<file path="src/core/ccp_pkg.sv">
package ccp_pkg;
    // system clock
    localparam int CLK_MHZ = 100;
    // one unit interval of the coded stream, in ns (300 kbit/s nominal)
    localparam int UI_NS = 3333;
    localparam int UI_CYC_I = (UI_NS * CLK_MHZ) / 1000;
    localparam logic [9:0] UI_CYC = 10'(UI_CYC_I);
    localparam logic [9:0] HALF_CYC = 10'(UI_CYC_I / 2);
    localparam logic [9:0] SECOND_CYC = 10'(UI_CYC_I - UI_CYC_I / 2);
    // decode threshold: three quarters of a unit interval
    localparam logic [9:0] THREEQ_CYC = 10'((UI_CYC_I * 3) / 4);
    // receiver gives up on a frame after two silent unit intervals
    localparam logic [9:0] IDLE_CYC = 10'(UI_CYC_I * 2);

    // termination codes reported by the analog comparators per line
    localparam logic [1:0] TERM_OPEN = 2'h0;
    localparam logic [1:0] TERM_RD = 2'h1;
    localparam logic [1:0] TERM_RA = 2'h2;

    // advertised source current codes
    localparam logic [1:0] ADV_DEFAULT = 2'h0;
    localparam logic [1:0] ADV_1A5 = 2'h1;
    localparam logic [1:0] ADV_3A0 = 2'h2;

    // reset values
    localparam logic [3:0] PEAK_RST = 4'h0;
    localparam logic [1:0] ADV_RST = ADV_DEFAULT;

    // transmit fifo shape
    localparam int FIFO_WIDTH = 2;
    localparam int FIFO_DEPTH = 16;

    // bit positions in the synchronised input vector
    localparam int SYN_W = 7;
    localparam int SYN_CC1 = 0;
    localparam int SYN_CC2 = 1;
    localparam int SYN_T1 = 2;
    localparam int SYN_T2 = 4;
    localparam int SYN_VBUS = 6;

    typedef enum logic [2:0] {
        TX_IDLE,
        TX_LEAD,
        TX_FIRST,
        TX_SECOND,
        TX_TAIL
    } ccp_tx_e;

    typedef enum logic [3:0] {
        CONN_NONE,
        CONN_UFP1,
        CONN_UFP2,
        CONN_CABLE1,
        CONN_CABLE2,
        CONN_PWR1,
        CONN_PWR2,
        CONN_DEBUG,
        CONN_AUDIO,
        CONN_SINK
    } ccp_conn_e;
endpackage

</file>
<file path="src/core/ccp_fifo.sv">
`timescale 1ns/1ps
module ccp_fifo #(
    parameter int WIDTH = 2,
    parameter int DEPTH = 16
) (
    // clock and reset
    input wire logic clk,
    input wire logic rst,
    // fill side
    input wire logic in_valid,
    output logic in_ready,
    input wire logic [WIDTH-1:0] in_data,
    // drain side
    output logic out_valid,
    input wire logic out_ready,
    output logic [WIDTH-1:0] out_data
);
    localparam int AW = $clog2(DEPTH);

    typedef struct packed {
        logic [DEPTH-1:0][WIDTH-1:0] mem;
        logic [AW-1:0] wr;
        logic [AW-1:0] rd;
        logic [AW:0] cnt;
    } ccp_fifo_s;

    ccp_fifo_s st;
    ccp_fifo_s next_st;
    logic push;
    logic pop;

    assign in_ready = (st.cnt != (AW+1)'(DEPTH));
    assign out_valid = (st.cnt != '0);
    assign out_data = st.mem[st.rd];
    assign push = in_valid && in_ready;
    assign pop = out_valid && out_ready;

    always_comb begin
        next_st = st;
        if (push) begin
            next_st.mem[st.wr] = in_data;
            next_st.wr = (st.wr == AW'(DEPTH - 1)) ? '0 : st.wr + 1'b1;
        end
        if (pop) begin
            next_st.rd = (st.rd == AW'(DEPTH - 1)) ? '0 : st.rd + 1'b1;
        end
        if (push && !pop) begin
            next_st.cnt = st.cnt + 1'b1;
        end else if (pop && !push) begin
            next_st.cnt = st.cnt - 1'b1;
        end
    end

    always_ff @(posedge clk) begin
        if (rst) begin
            st <= '0;
        end else begin
            st <= next_st;
        end
    end
endmodule

</file>
<file path="src/core/ccp_phy_top.sv">
// Functional notes
// - every bit cell starts with a line transition, whatever the bit value.
// - a one adds a mid-cell transition; a zero has only the boundary edge.
// - a frame starts by driving the line low before any coded edge.
// - receiver locks even if the first edge of a frame is missed.
// - after the final bit one terminating edge is sent.
// - drive the active line only while sending, release it afterwards.
// - send and receive only on the line chosen by orientation detection.
// - at most one party drives the line; idle parties are high impedance.
// - transmit peak level is settable by firmware configuration.
// - both lines open: keep watching both, no VBUS nor VCONN.
// - Rd on one, other open: VBUS on, no VCONN, watch the Rd line.
// - Ra on one, other open: watch both roles, VBUS and VCONN off.
// - Ra and Rd: VBUS on, VCONN onto Ra line, watch only Rd line.
// - Rd/Rd is debug, Ra/Ra audio accessory; detach on either ends it.
// - once connected, a watched line leaving its termination means detach; debug and audio end only when a line goes open.
// - source advertises default, 1.5 A or 3 A through its pull-up.
// - as sink present Rd, attach on VBUS, infer current from far pull-up.
`timescale 1ns/1ps
module ccp_phy_top (
    // clock and reset
    input wire logic MCLK,
    input wire logic RESET,
    // transmit stream
    input wire logic TX_VALID,
    output logic TX_READY,
    input wire logic TX_BIT,
    input wire logic TX_LAST,
    output logic TX_BUSY,
    // receive stream
    output logic RX_VALID,
    output logic RX_BIT,
    output logic RX_ACTIVE,
    // configuration line one
    input wire logic CC1_I,
    output logic CC1_O,
    output logic CC1_OE_N,
    // configuration line two
    input wire logic CC2_I,
    output logic CC2_O,
    output logic CC2_OE_N,
    // termination sensing
    input wire logic [1:0] CC1_TERM,
    input wire logic [1:0] CC2_TERM,
    input wire logic VBUS_PRESENT,
    // firmware configuration
    input wire logic [3:0] TX_PEAK_CFG,
    input wire logic [1:0] ADV_CURRENT_CFG,
    input wire logic SINK_MODE,
    input wire logic [1:0] FAR_RP_LEVEL,
    // analog control
    output logic [3:0] TX_PEAK_LEVEL,
    output logic [1:0] RP_LEVEL,
    output logic RD_PRESENT,
    output logic VBUS_EN,
    output logic VCONN_CC1_EN,
    output logic VCONN_CC2_EN,
    // connection status
    output logic ORIENT,
    output logic [3:0] CONN_STATE,
    output logic [1:0] RP_INFERRED,
    output logic ATTACH_EVT,
    output logic DETACH_EVT,
    input wire logic ATTACH_CLR,
    input wire logic DETACH_CLR
);
    typedef struct packed {
        logic [ccp_pkg::SYN_W-1:0] s1;
        logic [ccp_pkg::SYN_W-1:0] s2;
        logic [ccp_pkg::SYN_W-1:0] s3;
        logic [ccp_pkg::SYN_W-1:0] filt;
        ccp_pkg::ccp_tx_e tx_st;
        logic [9:0] tx_cnt;
        logic tx_lvl;
        logic tx_drive;
        logic tx_bit;
        logic tx_last;
        logic rx_lvl;
        logic [9:0] rx_cnt;
        logic rx_lock;
        logic rx_half;
        logic rx_bit;
        logic rx_valid;
        ccp_pkg::ccp_conn_e conn;
        logic attach_evt;
        logic detach_evt;
        logic [3:0] peak;
        logic [1:0] adv;
        logic sink;
        logic [1:0] rp_inf;
    } ccp_top_s;

    ccp_top_s st;
    ccp_top_s next_st;

    logic fifo_valid;
    logic fifo_pop;
    logic [1:0] fifo_data;
    logic orient;
    logic can_talk;
    logic [1:0] t1;
    logic [1:0] t2;
    logic line_now;

    ccp_fifo #(
        .WIDTH(ccp_pkg::FIFO_WIDTH),
        .DEPTH(ccp_pkg::FIFO_DEPTH)
    ) u_txq (
        .clk(MCLK),
        .rst(RESET),
        .in_valid(TX_VALID),
        .in_ready(TX_READY),
        .in_data({TX_LAST, TX_BIT}),
        .out_valid(fifo_valid),
        .out_ready(fifo_pop),
        .out_data(fifo_data)
    );

    assign t1 = st.filt[ccp_pkg::SYN_T1 +: 2];
    assign t2 = st.filt[ccp_pkg::SYN_T2 +: 2];

    // data rides on the line that carries the attach bias (Rd side, or Rp side as sink)
    always_comb begin
        orient = 1'b0;
        can_talk = 1'b1;
        unique case (st.conn)
            ccp_pkg::CONN_UFP2, ccp_pkg::CONN_PWR1: orient = 1'b1;
            ccp_pkg::CONN_SINK: orient = (t2 != ccp_pkg::TERM_OPEN);
            ccp_pkg::CONN_UFP1, ccp_pkg::CONN_PWR2, ccp_pkg::CONN_DEBUG: orient = 1'b0;
            ccp_pkg::CONN_NONE, ccp_pkg::CONN_CABLE1, ccp_pkg::CONN_CABLE2,
            ccp_pkg::CONN_AUDIO: can_talk = 1'b0;
        endcase
    end

    assign line_now = orient ? st.filt[ccp_pkg::SYN_CC2] : st.filt[ccp_pkg::SYN_CC1];

    // pop is combinational so the bit is taken in the same cycle as the boundary edge
    assign fifo_pop = fifo_valid && ((st.tx_st == ccp_pkg::TX_LEAD && st.tx_cnt == ccp_pkg::UI_CYC - 10'h001)
        || (st.tx_st == ccp_pkg::TX_SECOND && !st.tx_last
            && st.tx_cnt == ccp_pkg::SECOND_CYC - 10'h001));

    always_comb begin
        next_st = st;
        next_st.rx_valid = 1'b0;

        // three-stage input sampling; a change counts once stages two and three agree
        next_st.s1 = {VBUS_PRESENT, CC2_TERM, CC1_TERM, CC2_I, CC1_I};
        next_st.s2 = st.s1;
        next_st.s3 = st.s2;
        next_st.filt = (st.s2 & st.s3) | (st.filt & (st.s2 ^ st.s3));

        next_st.peak = TX_PEAK_CFG;
        next_st.adv = ADV_CURRENT_CFG;
        next_st.sink = SINK_MODE;

        // transmitter
        next_st.tx_cnt = st.tx_cnt + 10'h001;
        unique case (st.tx_st)
            ccp_pkg::TX_IDLE: begin
                next_st.tx_cnt = '0;
                if (fifo_valid && can_talk) begin
                    next_st.tx_drive = 1'b1;
                    next_st.tx_lvl = 1'b0;
                    next_st.tx_st = ccp_pkg::TX_LEAD;
                end
            end
            ccp_pkg::TX_LEAD: begin
                if (st.tx_cnt == ccp_pkg::UI_CYC - 10'h001) begin
                    next_st.tx_bit = fifo_data[0];
                    next_st.tx_last = fifo_data[1];
                    next_st.tx_lvl = ~st.tx_lvl;
                    next_st.tx_cnt = '0;
                    next_st.tx_st = ccp_pkg::TX_FIRST;
                end
            end
            ccp_pkg::TX_FIRST: begin
                if (st.tx_cnt == ccp_pkg::HALF_CYC - 10'h001) begin
                    if (st.tx_bit) begin
                        next_st.tx_lvl = ~st.tx_lvl;
                    end
                    next_st.tx_cnt = '0;
                    next_st.tx_st = ccp_pkg::TX_SECOND;
                end
            end
            ccp_pkg::TX_SECOND: begin
                if (st.tx_cnt == ccp_pkg::SECOND_CYC - 10'h001) begin
                    next_st.tx_lvl = ~st.tx_lvl;
                    next_st.tx_cnt = '0;
                    if (fifo_pop) begin
                        next_st.tx_bit = fifo_data[0];
                        next_st.tx_last = fifo_data[1];
                        next_st.tx_st = ccp_pkg::TX_FIRST;
                    end else begin
                        // last bit or queue ran dry: this edge closes the final bit
                        next_st.tx_st = ccp_pkg::TX_TAIL;
                    end
                end
            end
            ccp_pkg::TX_TAIL: begin
                if (st.tx_cnt == ccp_pkg::HALF_CYC - 10'h001) begin
                    next_st.tx_drive = 1'b0;
                    next_st.tx_cnt = '0;
                    next_st.tx_st = ccp_pkg::TX_IDLE;
                end
            end
        endcase

        // receiver; muted while we drive so our own edges are not decoded
        if (st.tx_drive || !can_talk) begin
            next_st.rx_lock = 1'b0;
            next_st.rx_half = 1'b0;
            next_st.rx_cnt = '0;
            next_st.rx_lvl = line_now;
        end else if (line_now != st.rx_lvl) begin
            next_st.rx_lvl = line_now;
            next_st.rx_cnt = '0;
            // the first edge seen only arms timing, so a lost opening edge costs nothing
            next_st.rx_lock = 1'b1;
            if (st.rx_lock) begin
                if (st.rx_cnt < ccp_pkg::THREEQ_CYC) begin
                    next_st.rx_half = ~st.rx_half;
                    if (st.rx_half) begin
                        next_st.rx_bit = 1'b1;
                        next_st.rx_valid = 1'b1;
                    end
                end else begin
                    next_st.rx_bit = 1'b0;
                    next_st.rx_valid = 1'b1;
                    next_st.rx_half = 1'b0;
                end
            end
        end else if (st.rx_cnt == ccp_pkg::IDLE_CYC) begin
            next_st.rx_lock = 1'b0;
            next_st.rx_half = 1'b0;
        end else begin
            next_st.rx_cnt = st.rx_cnt + 10'h001;
        end

        // attach detection
        if (st.sink) begin
            next_st.rp_inf = FAR_RP_LEVEL;
        end
        unique case (st.conn)
            ccp_pkg::CONN_NONE: begin
                if (st.sink) begin
                    if (st.filt[ccp_pkg::SYN_VBUS]) begin
                        next_st.conn = ccp_pkg::CONN_SINK;
                    end
                end else if (t1 == ccp_pkg::TERM_RD && t2 == ccp_pkg::TERM_RD) begin
                    next_st.conn = ccp_pkg::CONN_DEBUG;
                end else if (t1 == ccp_pkg::TERM_RA && t2 == ccp_pkg::TERM_RA) begin
                    next_st.conn = ccp_pkg::CONN_AUDIO;
                end else if (t1 == ccp_pkg::TERM_RA && t2 == ccp_pkg::TERM_RD) begin
                    next_st.conn = ccp_pkg::CONN_PWR1;
                end else if (t1 == ccp_pkg::TERM_RD && t2 == ccp_pkg::TERM_RA) begin
                    next_st.conn = ccp_pkg::CONN_PWR2;
                end else if (t1 == ccp_pkg::TERM_RD) begin
                    next_st.conn = ccp_pkg::CONN_UFP1;
                end else if (t2 == ccp_pkg::TERM_RD) begin
                    next_st.conn = ccp_pkg::CONN_UFP2;
                end else if (t1 == ccp_pkg::TERM_RA) begin
                    next_st.conn = ccp_pkg::CONN_CABLE1;
                end else if (t2 == ccp_pkg::TERM_RA) begin
                    next_st.conn = ccp_pkg::CONN_CABLE2;
                end
                // both open: stay here and keep watching both lines
            end
            ccp_pkg::CONN_UFP1: if (t1 != ccp_pkg::TERM_RD) next_st.conn = ccp_pkg::CONN_NONE;
            ccp_pkg::CONN_UFP2: if (t2 != ccp_pkg::TERM_RD) next_st.conn = ccp_pkg::CONN_NONE;
            ccp_pkg::CONN_CABLE1: begin
                if (t1 != ccp_pkg::TERM_RA) begin
                    next_st.conn = ccp_pkg::CONN_NONE;
                end else if (t2 == ccp_pkg::TERM_RD) begin
                    next_st.conn = ccp_pkg::CONN_PWR1;
                end
            end
            ccp_pkg::CONN_CABLE2: begin
                if (t2 != ccp_pkg::TERM_RA) begin
                    next_st.conn = ccp_pkg::CONN_NONE;
                end else if (t1 == ccp_pkg::TERM_RD) begin
                    next_st.conn = ccp_pkg::CONN_PWR2;
                end
            end
            // the Ra line is not watched once VCONN powers it
            ccp_pkg::CONN_PWR1: if (t2 != ccp_pkg::TERM_RD) next_st.conn = ccp_pkg::CONN_NONE;
            ccp_pkg::CONN_PWR2: if (t1 != ccp_pkg::TERM_RD) next_st.conn = ccp_pkg::CONN_NONE;
            ccp_pkg::CONN_DEBUG, ccp_pkg::CONN_AUDIO: begin
                if (t1 == ccp_pkg::TERM_OPEN || t2 == ccp_pkg::TERM_OPEN) begin
                    next_st.conn = ccp_pkg::CONN_NONE;
                end
            end
            ccp_pkg::CONN_SINK: begin
                if (!st.filt[ccp_pkg::SYN_VBUS] || !st.sink) begin
                    next_st.conn = ccp_pkg::CONN_NONE;
                end
            end
        endcase
        // mode flip while source-connected drops the link
        if (st.sink != (st.conn == ccp_pkg::CONN_SINK) && st.conn != ccp_pkg::CONN_NONE) begin
            next_st.conn = ccp_pkg::CONN_NONE;
        end

        // event flags: a new event in the clearing cycle survives the clear
        if (ATTACH_CLR) begin
            next_st.attach_evt = 1'b0;
        end
        if (DETACH_CLR) begin
            next_st.detach_evt = 1'b0;
        end
        if (st.conn == ccp_pkg::CONN_NONE && next_st.conn != ccp_pkg::CONN_NONE) begin
            next_st.attach_evt = 1'b1;
        end
        if (st.conn != ccp_pkg::CONN_NONE && next_st.conn == ccp_pkg::CONN_NONE) begin
            next_st.detach_evt = 1'b1;
        end
    end

    always_ff @(posedge MCLK) begin
        if (RESET) begin
            st <= '0;
            st.tx_st <= ccp_pkg::TX_IDLE;
            st.conn <= ccp_pkg::CONN_NONE;
            st.peak <= ccp_pkg::PEAK_RST;
            st.adv <= ccp_pkg::ADV_RST;
        end else begin
            st <= next_st;
        end
    end

    assign TX_BUSY = (st.tx_st != ccp_pkg::TX_IDLE);
    assign RX_VALID = st.rx_valid;
    assign RX_BIT = st.rx_bit;
    assign RX_ACTIVE = st.rx_lock;
    assign CC1_O = st.tx_lvl;
    assign CC2_O = st.tx_lvl;
    // only the oriented line is ever enabled, and only while a frame is out
    assign CC1_OE_N = ~(st.tx_drive && !orient);
    assign CC2_OE_N = ~(st.tx_drive && orient);
    assign TX_PEAK_LEVEL = st.peak;
    assign RP_LEVEL = st.adv;
    assign RD_PRESENT = st.sink;
    assign VBUS_EN = (st.conn == ccp_pkg::CONN_UFP1) || (st.conn == ccp_pkg::CONN_UFP2)
        || (st.conn == ccp_pkg::CONN_PWR1) || (st.conn == ccp_pkg::CONN_PWR2);
    assign VCONN_CC1_EN = (st.conn == ccp_pkg::CONN_PWR1);
    assign VCONN_CC2_EN = (st.conn == ccp_pkg::CONN_PWR2);
    assign ORIENT = orient;
    assign CONN_STATE = st.conn;
    assign RP_INFERRED = st.rp_inf;
    assign ATTACH_EVT = st.attach_evt;
    assign DETACH_EVT = st.detach_evt;
endmodule

</file>
<file path="config.mk">
export PLATFORM = sky130hd
export DESIGN_NAME = ccp_phy_top
export DESIGN_NICKNAME = d
export VERILOG_FILES = /design/src/core/ccp_pkg.sv /design/src/core/ccp_fifo.sv /design/src/core/ccp_phy_top.sv
export SDC_FILE = /design/constraint.sdc
export NUM_CORES = 1
export LEC_CHECK = 0
export ABC_AREA = 1
export CORE_MARGIN = 4
export CORE_UTILIZATION = 31
export CTS_BUF_LIST = sky130_fd_sc_hd__clkbuf_4 sky130_fd_sc_hd__clkbuf_8 sky130_fd_sc_hd__clkbuf_16
export DETAILED_ROUTE_END_ITERATION = 10
export DONT_BUFFER_PORTS = 1
export PLACE_DENSITY = 0.49
export SYNTH_ARGS = -nofsm -noshare
export SYNTH_HDL_FRONTEND = slang
export SYNTH_HIERARCHICAL = 1
export SYNTH_SLANG_ARGS = --single-unit
</file>
<file path="constraint.sdc">
create_clock -name MCLK -period 7.1 [get_ports MCLK]
set_clock_uncertainty 0.15 [all_clocks]
set_input_delay 0.355 -clock MCLK [delete_from_list [all_inputs] [get_ports MCLK]]
set_output_delay 0.355 -clock MCLK [all_outputs]
set_load 0.005 [all_outputs]
</file>
## Word level (Yosys, flattened, before mapping)

Cells that the tools add are included.

- Output and inout bits: 28
- Input bits: 23
- Bits in registers: 120

- Equal/unequal tests: 39
- Bitwise gates (word level): 11
- Add/sub/neg operators: 6
- Reductions and logical operators: 63
- Mux-type cells: 60
- $lt $le $gt $ge: 4

Operator list:

| kind | count |
|---|---|
| $mux W4 | 21 |
| $pmux W13 S5 | 1 |
| $mux W14 | 3 |
| $bwmux W32 | 1 |
| $pmux W4 S7 | 1 |
| $mux W13 | 2 |
| $add A10 B1 Y10 const B | 2 |
| $eq A10 B8 Y1 const B | 2 |
| $logic_and A1 B1 Y1 | 19 |
| $eq A4 B3 Y1 const B | 4 |
| $eq A4 B4 Y1 const B | 4 |
| $mux W2 | 8 |
| $ne A2 B2 Y1 const B | 8 |
| $reduce_bool A2 Y1 | 8 |
| $and A7 B7 Y7 | 2 |
| $mux W12 | 1 |
| $mux W3 | 4 |
| $reduce_bool A4 Y1 | 3 |
| $eq A10 B10 Y1 const B | 1 |
| $eq A10 B9 Y1 const B | 1 |
| $lt A10 B8 Y1 const B | 1 |
| $lt A4 B5 Y1 const B | 2 |
| $mux W10 | 1 |
| $mux W5 | 2 |
| 38 further kinds | 81 |

## Longest topological paths before layout

Gate-level depths: netlist of run 1.

- Word-level depth: 15
- Gate-level depth with buffers: 18
- Mapped depth without buffers: 18

## Hierarchy

The synthesis of run 1 kept the hierarchy.

By module, submodules not included:

| module | cells an instance | times used | area each (um^2) |
|---|---|---|---|
| ccp_phy_top | 544 | 1 | 3,752.3 |
| ccp_fifo | 434 | 1 | 2,717.6 |

## Worst setup path after synthesis of run 1

Ideal clock, no wire load.

- Kind: flip-flop to flip-flop
- From: register, netlist name st[34]
- To: register u_txq/st[3] (netlist name)
- Setup time: 115 ps
- Clock period less this slack: 2,695 ps
- Data arrival time: 2,429 ps
- Stages on the path, launching flop included: 19
- Slack: 4,405 ps
- Required time: 6,835 ps
- Cells stage by stage: dfxtp_1 > inv_1 > ha_1 > nand4_1 > nor3_1 > nand3b_1 > nand2_1 > nand2_1 > a21oi_1 > nand2_2 > ha_1 > inv_1 > ha_1 > nand3_1 > nand3_1 > nand2_1 > nand2_1 > o21ai_0 > inv_1

RTL lines:

| what | line | RTL |
|---|---|---|
| end signal: assignment | ccp_fifo.sv:58 | `st <= next_st;` |
| end: declaration | ccp_fifo.sv:27 | `ccp_fifo_s st;` |

==> impl_metrics.toml, run 1 <==
[critical_path]
worstPathRequired_ns = 7.26
max_stage_delay_ns = 0.34
critical_path.n_buffers_inverters = 3
cp-start-kind = "flop"
regToRegEndpoint = "u_txq/st[4]"
worst-r2r-cell-count = 18
critPathArrivalTime_ns = 3.21
worstPathCellList = "inv_1 -> ha_1 -> nand4_1 -> nor3_1 -> nand3b_1 -> nand2_1 -> nand2_1 -> a21oi_1 -> nand2_2 -> ha_1 -> inv_1 -> ha_1 -> nand2_1 -> nand3_1 -> nand3_1 -> nand2_1 -> o21ai_0 -> inv_1"
path_max_fanout = 7
cpMaxStageDelayCell = "sky130_fd_sc_hd__dfxtp_1"
worst_path_dominant_cell_family = "simple AND/OR/NAND/NOR gates"
most_frequent_cell_on_critical_path = "sky130_fd_sc_hd__nand2_1"
worstSetupEndpointType = "flop"
reg2reg_from = "st[34]"
worst-setup-path-type = "reg2reg"
timing.reg2reg.setup_slack_ns = 4.05

[die]
fp.dieArea_mm2 = 0.0232
core.rowCount = 52
die_x_um = 152
initial_utilization = 0.318
placeableCoreArea_mm2 = 0.0204
io_pins = 51
die_height_um = 152

[finish]
drive_above_1_share = 0.0884
finish.cell_count_without_fillers = 1266
layout_net_count = 1030
fillers = 2162
insertedDiodeCount = 0
area.growth.synth_to_final_pct = 14.8

[clock_tree]
cts_tree = "done"
cts-htree-levels = 4
clk_latency_ns = 0.41
cts_root_buf = "sky130_fd_sc_hd__clkbuf_16"
cts_inserted_buffers = 17
cts_sinks = 120
ctsLongestPathBuffers = 2
path_clk_slew_ns = 0.06

[logic_synthesis]
synth_seq_cells = 120
synth.cells.most_frequent = "sky130_fd_sc_hd__nand2_1 (236), sky130_fd_sc_hd__nor2_1 (203), sky130_fd_sc_hd__inv_1 (140), sky130_fd_sc_hd__dfxtp_1 (120), sky130_fd_sc_hd__nand3_1 (60)"
synth_cell_types = 42
synth_ff_type = "sky130_fd_sc_hd__dfxtp_1"
synthesis.nets = 1025
async_flop_share = 0
synth_top_cell_by_area = "sky130_fd_sc_hd__dfxtp_1"
yosysMostFrequentCell = "sky130_fd_sc_hd__nand2_1"
synth-edff-count = 0
synthesis.yosys.warnings = 6
synth.avg_cell_area_um2 = 6.62
syn_inst = 978
post_synth_instance_area_mm2 = 0.00647
synth_area_leaders = "sky130_fd_sc_hd__dfxtp_1 (37%), sky130_fd_sc_hd__nand2_1 (14%), sky130_fd_sc_hd__nor2_1 (12%)"
synth-seq-area-share = 0.371
synth_largest_type_area_fraction = 0.371

[timing]
hold_viol_final = 0
final_max_slew_viol_count = 0
final_min_period_over_clock_period = 0.430
grt_setup_unrepaired = "false"
setup_tns_ns = 0
timing.final.crit_period_ns = 3.05
fin_ws_ns = 4.05
fin_hold_ws_ns = 0.0297
slew_headroom = 0.264
fmax_mhz = 328
setup_viol = 0
worst-slew-pin-transition_ns = 1.10

[power_and_ir_drop]
power_density_mw_per_mm2 = 274
ir_drop_mv = 0.161
total_power_after_layout_uw = 2030
power.leakage_uw = 0.00348

[global_routing]
grt_first_pass_wirelength_um = 25400
grt_overflow = 0
first_global_vias = 5226
grt.met2_usage = 0.212
grt_usage = 0.131
busiest_layer = "met2"
grt.met3_usage = 0.0349
gr-usage-met1 = 0.171
grt_start_max_net_pins = 60
grt_antenna_before_repair = 0

[drt]
totalWireLength_um = 15000
firstDrtPassIters = 4
remaining_drc_errors = 0
drtIter0Drc = 272
final_antenna_net_count = 0
wl_per_cell_um = 11.8
routed-via-count = 5546
vias_per_cell = 4.38

[placement]
placement.io_buffers = 0
dpl_worst_slack_ns = 4.03
place.detailed.instances = 1210
gp_congestion = 0.830
post-dp-hpwl_um = 10400

[flow_run]
cap_viol_max_count = 0

[min_path]
hold_path_startpoint = "TX_VALID"
worst_hold_path.num_cells = 3
min_path_type = "in2reg"
worst_hold_endpoint = "u_txq/st[12]"

[status]
run_status = "finished, final reports clean"
worst reg2reg max path: cells and delay by family (launching register included):
kind,cells,cell delay [ns]
adder cells (fa/ha/maj),3,0.70
buffers and inverters,3,0.30
AO/OA/AOI/OAI,2,0.40
flip-flops,1,0.34
AND/OR/NAND/NOR,10,1.06
state kept, by name, indices dropped and copies added, names as in the netlist, 2 cells and up:
| register | flops |
|---|---|
| TX_PEAK_LEVEL | 4 |
| u_txq/st | 45 |
| CONN_STATE | 4 |
| RP_LEVEL | 2 |
| next_st | 14 |
| st | 42 |
| RP_INFERRED | 2 |
report_power, final:
part	total [µW]	leakage [µW]	switching [µW]	internal [µW]
Clock	884	0.000281	332	552
Sequential	763	0.000977	49.0	714
Combinational	388	0.00222	256	132
Total	2030	0.00348	637	1400
stage by stage:
| step | cell area [µm²] | utilization |
|---|---|---|
| 4_1_cts | 7430 | 0.365 |
| 2_1_floorplan | 6470 | - |
| 6_report | 7430 | 0.365 |
| 3_5_place_dp | 6570 | 0.323 |
| 5_1_grt | 7430 | 0.365 |
| 3_3_place_gp | 6570 | 0.323 |
routing by layer:
layer	up-vias	share of wire
met5	-	0
met4	0	0.014
met3	17	0.037
met2	60	0.45
met1	2467	0.50
li1	3002	-
cells in the final DEF (no fill, tap or decap), types with 2 or more instances in the layout:
master | synthesis | layout
sky130_fd_sc_hd__nor2_2 | 6 | 6
sky130_fd_sc_hd__nand2_1 | 236 | 236
sky130_fd_sc_hd__inv_2 | 10 | 10
sky130_fd_sc_hd__clkinv_2 | 0 | 3
sky130_fd_sc_hd__nand3_4 | 2 | 2
sky130_fd_sc_hd__nor2_1 | 203 | 203
sky130_fd_sc_hd__inv_1 | 140 | 140
sky130_fd_sc_hd__nor3_1 | 9 | 9
sky130_fd_sc_hd__nor2_4 | 2 | 2
sky130_fd_sc_hd__o21ai_1 | 3 | 3
sky130_fd_sc_hd__o21ai_0 | 15 | 15
sky130_fd_sc_hd__nand3_1 | 60 | 60
sky130_fd_sc_hd__ha_1 | 23 | 23
sky130_fd_sc_hd__nand3_2 | 17 | 17
sky130_fd_sc_hd__nand2_2 | 8 | 8
sky130_fd_sc_hd__dlygate4sd3_1 | 0 | 23
sky130_fd_sc_hd__dfxtp_1 | 120 | 120
sky130_fd_sc_hd__bufinv_16 | 0 | 3
sky130_fd_sc_hd__nand4_1 | 13 | 13
sky130_fd_sc_hd__nor4_1 | 3 | 3
sky130_fd_sc_hd__clkinvlp_4 | 0 | 5
sky130_fd_sc_hd__xor2_1 | 11 | 11
sky130_fd_sc_hd__clkinv_1 | 3 | 3
sky130_fd_sc_hd__nand2_4 | 2 | 2
sky130_fd_sc_hd__a21oi_2 | 2 | 2
sky130_fd_sc_hd__o211ai_1 | 3 | 3
sky130_fd_sc_hd__nand3b_1 | 2 | 2
sky130_fd_sc_hd__or2_2 | 2 | 2
sky130_fd_sc_hd__clkbuf_16 | 0 | 17
sky130_fd_sc_hd__clkinv_4 | 0 | 3
sky130_fd_sc_hd__a21oi_1 | 33 | 33
cell families after synthesis:
logic type | synth area share
flip-flops | 0.371
XOR/XNOR | 0.0162
buffers and inverters | 0.126
adder cells (fa/ha/maj) | 0.0476
AND/OR/NAND/NOR | 0.383
AO/OA/AOI/OAI | 0.0565
worst max path at each step:
| stage | from | endpoint | cells after the start |
|---|---|---|---|
| floorplan | st[34] | u_txq/st[3] | 18 |
| finish | st[34] | u_txq/st[4] | 18 |
| global placement | st[34] | u_txq/st[3] | 18 |
| CTS | st[34] | u_txq/st[4] | 18 |
| global route | st[34] | u_txq/st[4] | 18 |
| detailed placement | st[34] | u_txq/st[4] | 18 |
area by class of cell:
class	instances	area, µm²	share of cell area
clock buffers	17	425	0.0573
clock inverters	15	178	0.0239
inverters	153	574	0.0773
multi-input cells	667	3250	0.438
flip-flops and latches	120	2400	0.323
well taps	270	338	0.0455
repair buffers	24	258	0.0347
repair_timing:
| item | 4_1_cts | 5_1_grt |
|---|---|---|
| endpoints found under the hold margin | 95 | 0 |
| setup buffers | 0 | 0 |
| resized for setup | 0 | 0 |
| hold buffers | 24 | 0 |
(Power assumes the default switching activity.)
==> run 2, diff against run 1 <==
Settings changed: ABC_AREA 1 to 0, PLACE_DENSITY 0.49 to 0.5.
Clock period 7.1 ns to 2.7 ns, I/O delays scaled along.
==> impl_metrics.toml, run 2 <==
[clock_tree]
clk_latency_ns = 0.41
cts_hold_buf = 86
cts_tree = "done"
cts_root_buf = "sky130_fd_sc_hd__clkbuf_16"
path_clk_slew_ns = 0.06
cts_inserted_buffers = 17
cts_sinks = 120
ctsLongestPathBuffers = 2
cts-htree-levels = 4

[drt]
drtIter0Drc = 318
vias_per_cell = 4.89
remaining_drc_errors = 0
final_antenna_net_count = 0
totalWireLength_um = 15500
routed-via-count = 5245
wl_per_cell_um = 14.4
firstDrtPassIters = 5

[min_path]
worst_hold_path.num_cells = 3
hold_path_startpoint = "DETACH_CLR"
min_path_type = "in2reg"
worst_hold_endpoint = "DETACH_EVT"

[logic_synthesis]
largest_family_of_logic_cells_by_synthesized_area = "simple AND/OR/NAND/NOR gates"
synth-edff-count = 0
synth-seq-area-share = 0.374
synth_cell_types = 80
synth_simple_gate_area_frac = 0.208
synth.cells.most_frequent = "sky130_fd_sc_hd__dfxtp_1 (120), sky130_fd_sc_hd__nor2_1 (109), sky130_fd_sc_hd__mux2i_1 (43), sky130_fd_sc_hd__nor2b_1 (34), sky130_fd_sc_hd__a21oi_1 (32)"
synth_ff_type = "sky130_fd_sc_hd__dfxtp_1"
post_synth_instance_area_mm2 = 0.00642
synth_seq_cells = 120
synth_area_leaders = "sky130_fd_sc_hd__dfxtp_1 (37%), sky130_fd_sc_hd__mux2i_1 (6.7%), sky130_fd_sc_hd__nor2_1 (6.4%)"
synthesis.yosys.warnings = 6
synth.avg_cell_area_um2 = 9.49
yosysMostFrequentCell = "sky130_fd_sc_hd__dfxtp_1"
post_synthesis_compound_gate_area_fraction = 0.174
syn_inst = 676
synth_xor_area_frac = 0.0328
synth_top_cell_by_area = "sky130_fd_sc_hd__dfxtp_1"
synth_largest_type_area_fraction = 0.374
synthMuxAreaShare = 0.0987
synthesis.nets = 723
async_flop_share = 0
yosys.area_share.adder = 0.0480

[timing]
slew_headroom = 0.624
grt_setup_unrepaired = "true"
fin_hold_ws_ns = -0.259
timing.final.crit_period_ns = 3.01
final_min_period_over_clock_period = 1.11
fin_ws_ns = -0.308
final_max_slew_viol_count = 0
fmax_mhz = 332
worst-slew-pin-transition_ns = 0.558
hold_viol_final = 15
setup_viol = 2

[critical_path]
worstSetupEndpointType = "flop"
path_max_fanout = 5
reg2reg_from = "st[34]"
regToRegEndpoint = "u_txq/st[3]"
worst-r2r-cell-count = 16
worst-setup-path-type = "reg2reg"
critPathArrivalTime_ns = 3.15
timing.reg2reg.setup_slack_ns = -0.31
worstPathRequired_ns = 2.84
cp-start-kind = "flop"

[die]
die_x_um = 152
core.rowCount = 52
placeableCoreArea_mm2 = 0.0203
initial_utilization = 0.316
io_pins = 51
die_height_um = 152
fp.dieArea_mm2 = 0.0231

[finish]
layout.cells.most_common_list = "sky130_fd_sc_hd__dfxtp_1 (115), sky130_fd_sc_hd__nor2_1 (107), sky130_fd_sc_hd__dlygate4sd3_1 (85)"
multi_input_gate_area_mm2 = 0.00374
largest_reg_flops = 45
fillers = 2007
drive_above_1_share = 0.209
regMostFlops = "u_txq/st"
layout_net_count = 837
layout.area.seq_mm2 = 0.00241
area.growth.synth_to_final_pct = 32.3
final_common_cell = "sky130_fd_sc_hd__dfxtp_1"
insertedDiodeCount = 0

[status]
violated_checks = "hold timing, setup timing"
run_status = "complete, but fails checks"

[power_and_ir_drop]
ir_drop_mv = 0.515
power_density_mw_per_mm2 = 723
total_power_after_layout_uw = 6140
power.leakage_uw = 0.00330

[placement]
placement.io_buffers = 0
gp_congestion = 0.873
post-dp-hpwl_um = 10200

[flow_run]
cap_viol_max_count = 0

[global_routing]
grt_overflow = 0
first_global_vias = 5416
grt_first_pass_wirelength_um = 26500
grt_usage = 0.137
grt_antenna_before_repair = 0
grt_start_max_net_pins = 104
-- run 2: changes by cell type after synthesis, sizes merged, moves of 14 or more --
cell     delta
a2111oi    +14
clkbuf     +15
inv       -132
mux2i      +43
nand2     -219
nand2b     +16
nand3      -62
nor2      -100
nor2b      +34
-- run 2: routing by layer --
metal / vias up / wire [µm] / global-route usage / part of all wire
met5: - / 0 / 0 / 0
met4: 0 / 229 / 0.0454 / 0.015
met3: 16 / 666 / 0.0336 / 0.043
met2: 105 / 7510 / 0.225 / 0.49
met1: 2509 / 7060 / 0.177 / 0.46
li1: 2615 / - / - / -
-- run 2: worst max path at each step --
stage / start / endpoint / slack (ns) / cells past startpoint
after floorplan: st[37] / u_txq/st[4] / -0.22 / 13
final: st[34] / u_txq/st[3] / -0.31 / 16
after global placement: st[34] / u_txq/st[4] / -0.22 / 15
after CTS: st[34] / u_txq/st[3] / -0.30 / 16
after detailed placement: st[34] / u_txq/st[4] / -0.32 / 15
after global routing: st[34] / u_txq/st[3] / -0.47 / 16
-- run 2: cells by family (layout without fill, tap and decap cells) --
logic type,after synthesis,in the layout
xor gates and xnor gates,24,24
buffers and inverters,74,201
adders and majority gates,24,24
and+or+nand+nor,263,263
AOI/OAI and AO/OA,118,118
DFF,120,120
muxes,53,53
-- run 2: report_power, final --
part / internal [µW] / total [µW] / switching [µW]
combinational: 907 / 1910 / 999
sequential: 1890 / 2050 / 162
clock: 1280 / 2190 / 905
total: 4080 / 6140 / 2070
-- run 2: cell type report --
type,count,area share
timing repair buffer,151,0.160
clock inverter,15,0.0169
sequential,120,0.284
tap,270,0.0398
multi-input combinational,482,0.441
clock buffer,17,0.0501
inverter,18,0.00855
-- run 2: timing repair --
action / 4_1_cts / 5_1_grt
setup buffers: 3 / 2
hold endpoints to repair: 100 / 15
resized for setup: 8 / 7
endpoints found under the setup margin: 3 / 14
pin swaps: 3 / 0
gates cloned: 0 / 0
-- run 2: through the flow --
step,worst slack (ns),std cells,instance area (µm²),utilization,TNS [ns]
3_3_place_gp,-0.217,951,6980,0.344,-0.423
5_1_grt,-0.474,1073,8490,0.418,-1.31
6_report,-0.308,1073,8490,0.418,-0.594
4_1_cts,-0.295,1072,8470,0.417,-0.582
3_5_place_dp,-0.324,951,6980,0.344,-0.684
2_1_floorplan,-0.222,676,6520,-,-0.355
-- run 2: worst max-delay path: stages (launching register included) --
cell                      delay (ns)
sky130_fd_sc_hd__dfxtp_2        0.32
sky130_fd_sc_hd__inv_2          0.07
sky130_fd_sc_hd__ha_4           0.13
sky130_fd_sc_hd__nor4b_4        0.17
sky130_fd_sc_hd__nand4_1        0.20
sky130_fd_sc_hd__nor3_4         0.29
sky130_fd_sc_hd__o21ai_2        0.12
sky130_fd_sc_hd__nor2_4         0.15
sky130_fd_sc_hd__o21ai_4        0.08
sky130_fd_sc_hd__ha_4           0.18
sky130_fd_sc_hd__inv_6          0.08
sky130_fd_sc_hd__buf_6          0.10
sky130_fd_sc_hd__ha_4           0.18
sky130_fd_sc_hd__a21o_1         0.18
sky130_fd_sc_hd__a21oi_2        0.14
sky130_fd_sc_hd__nor4_1         0.05
sky130_fd_sc_hd__or3_1          0.30
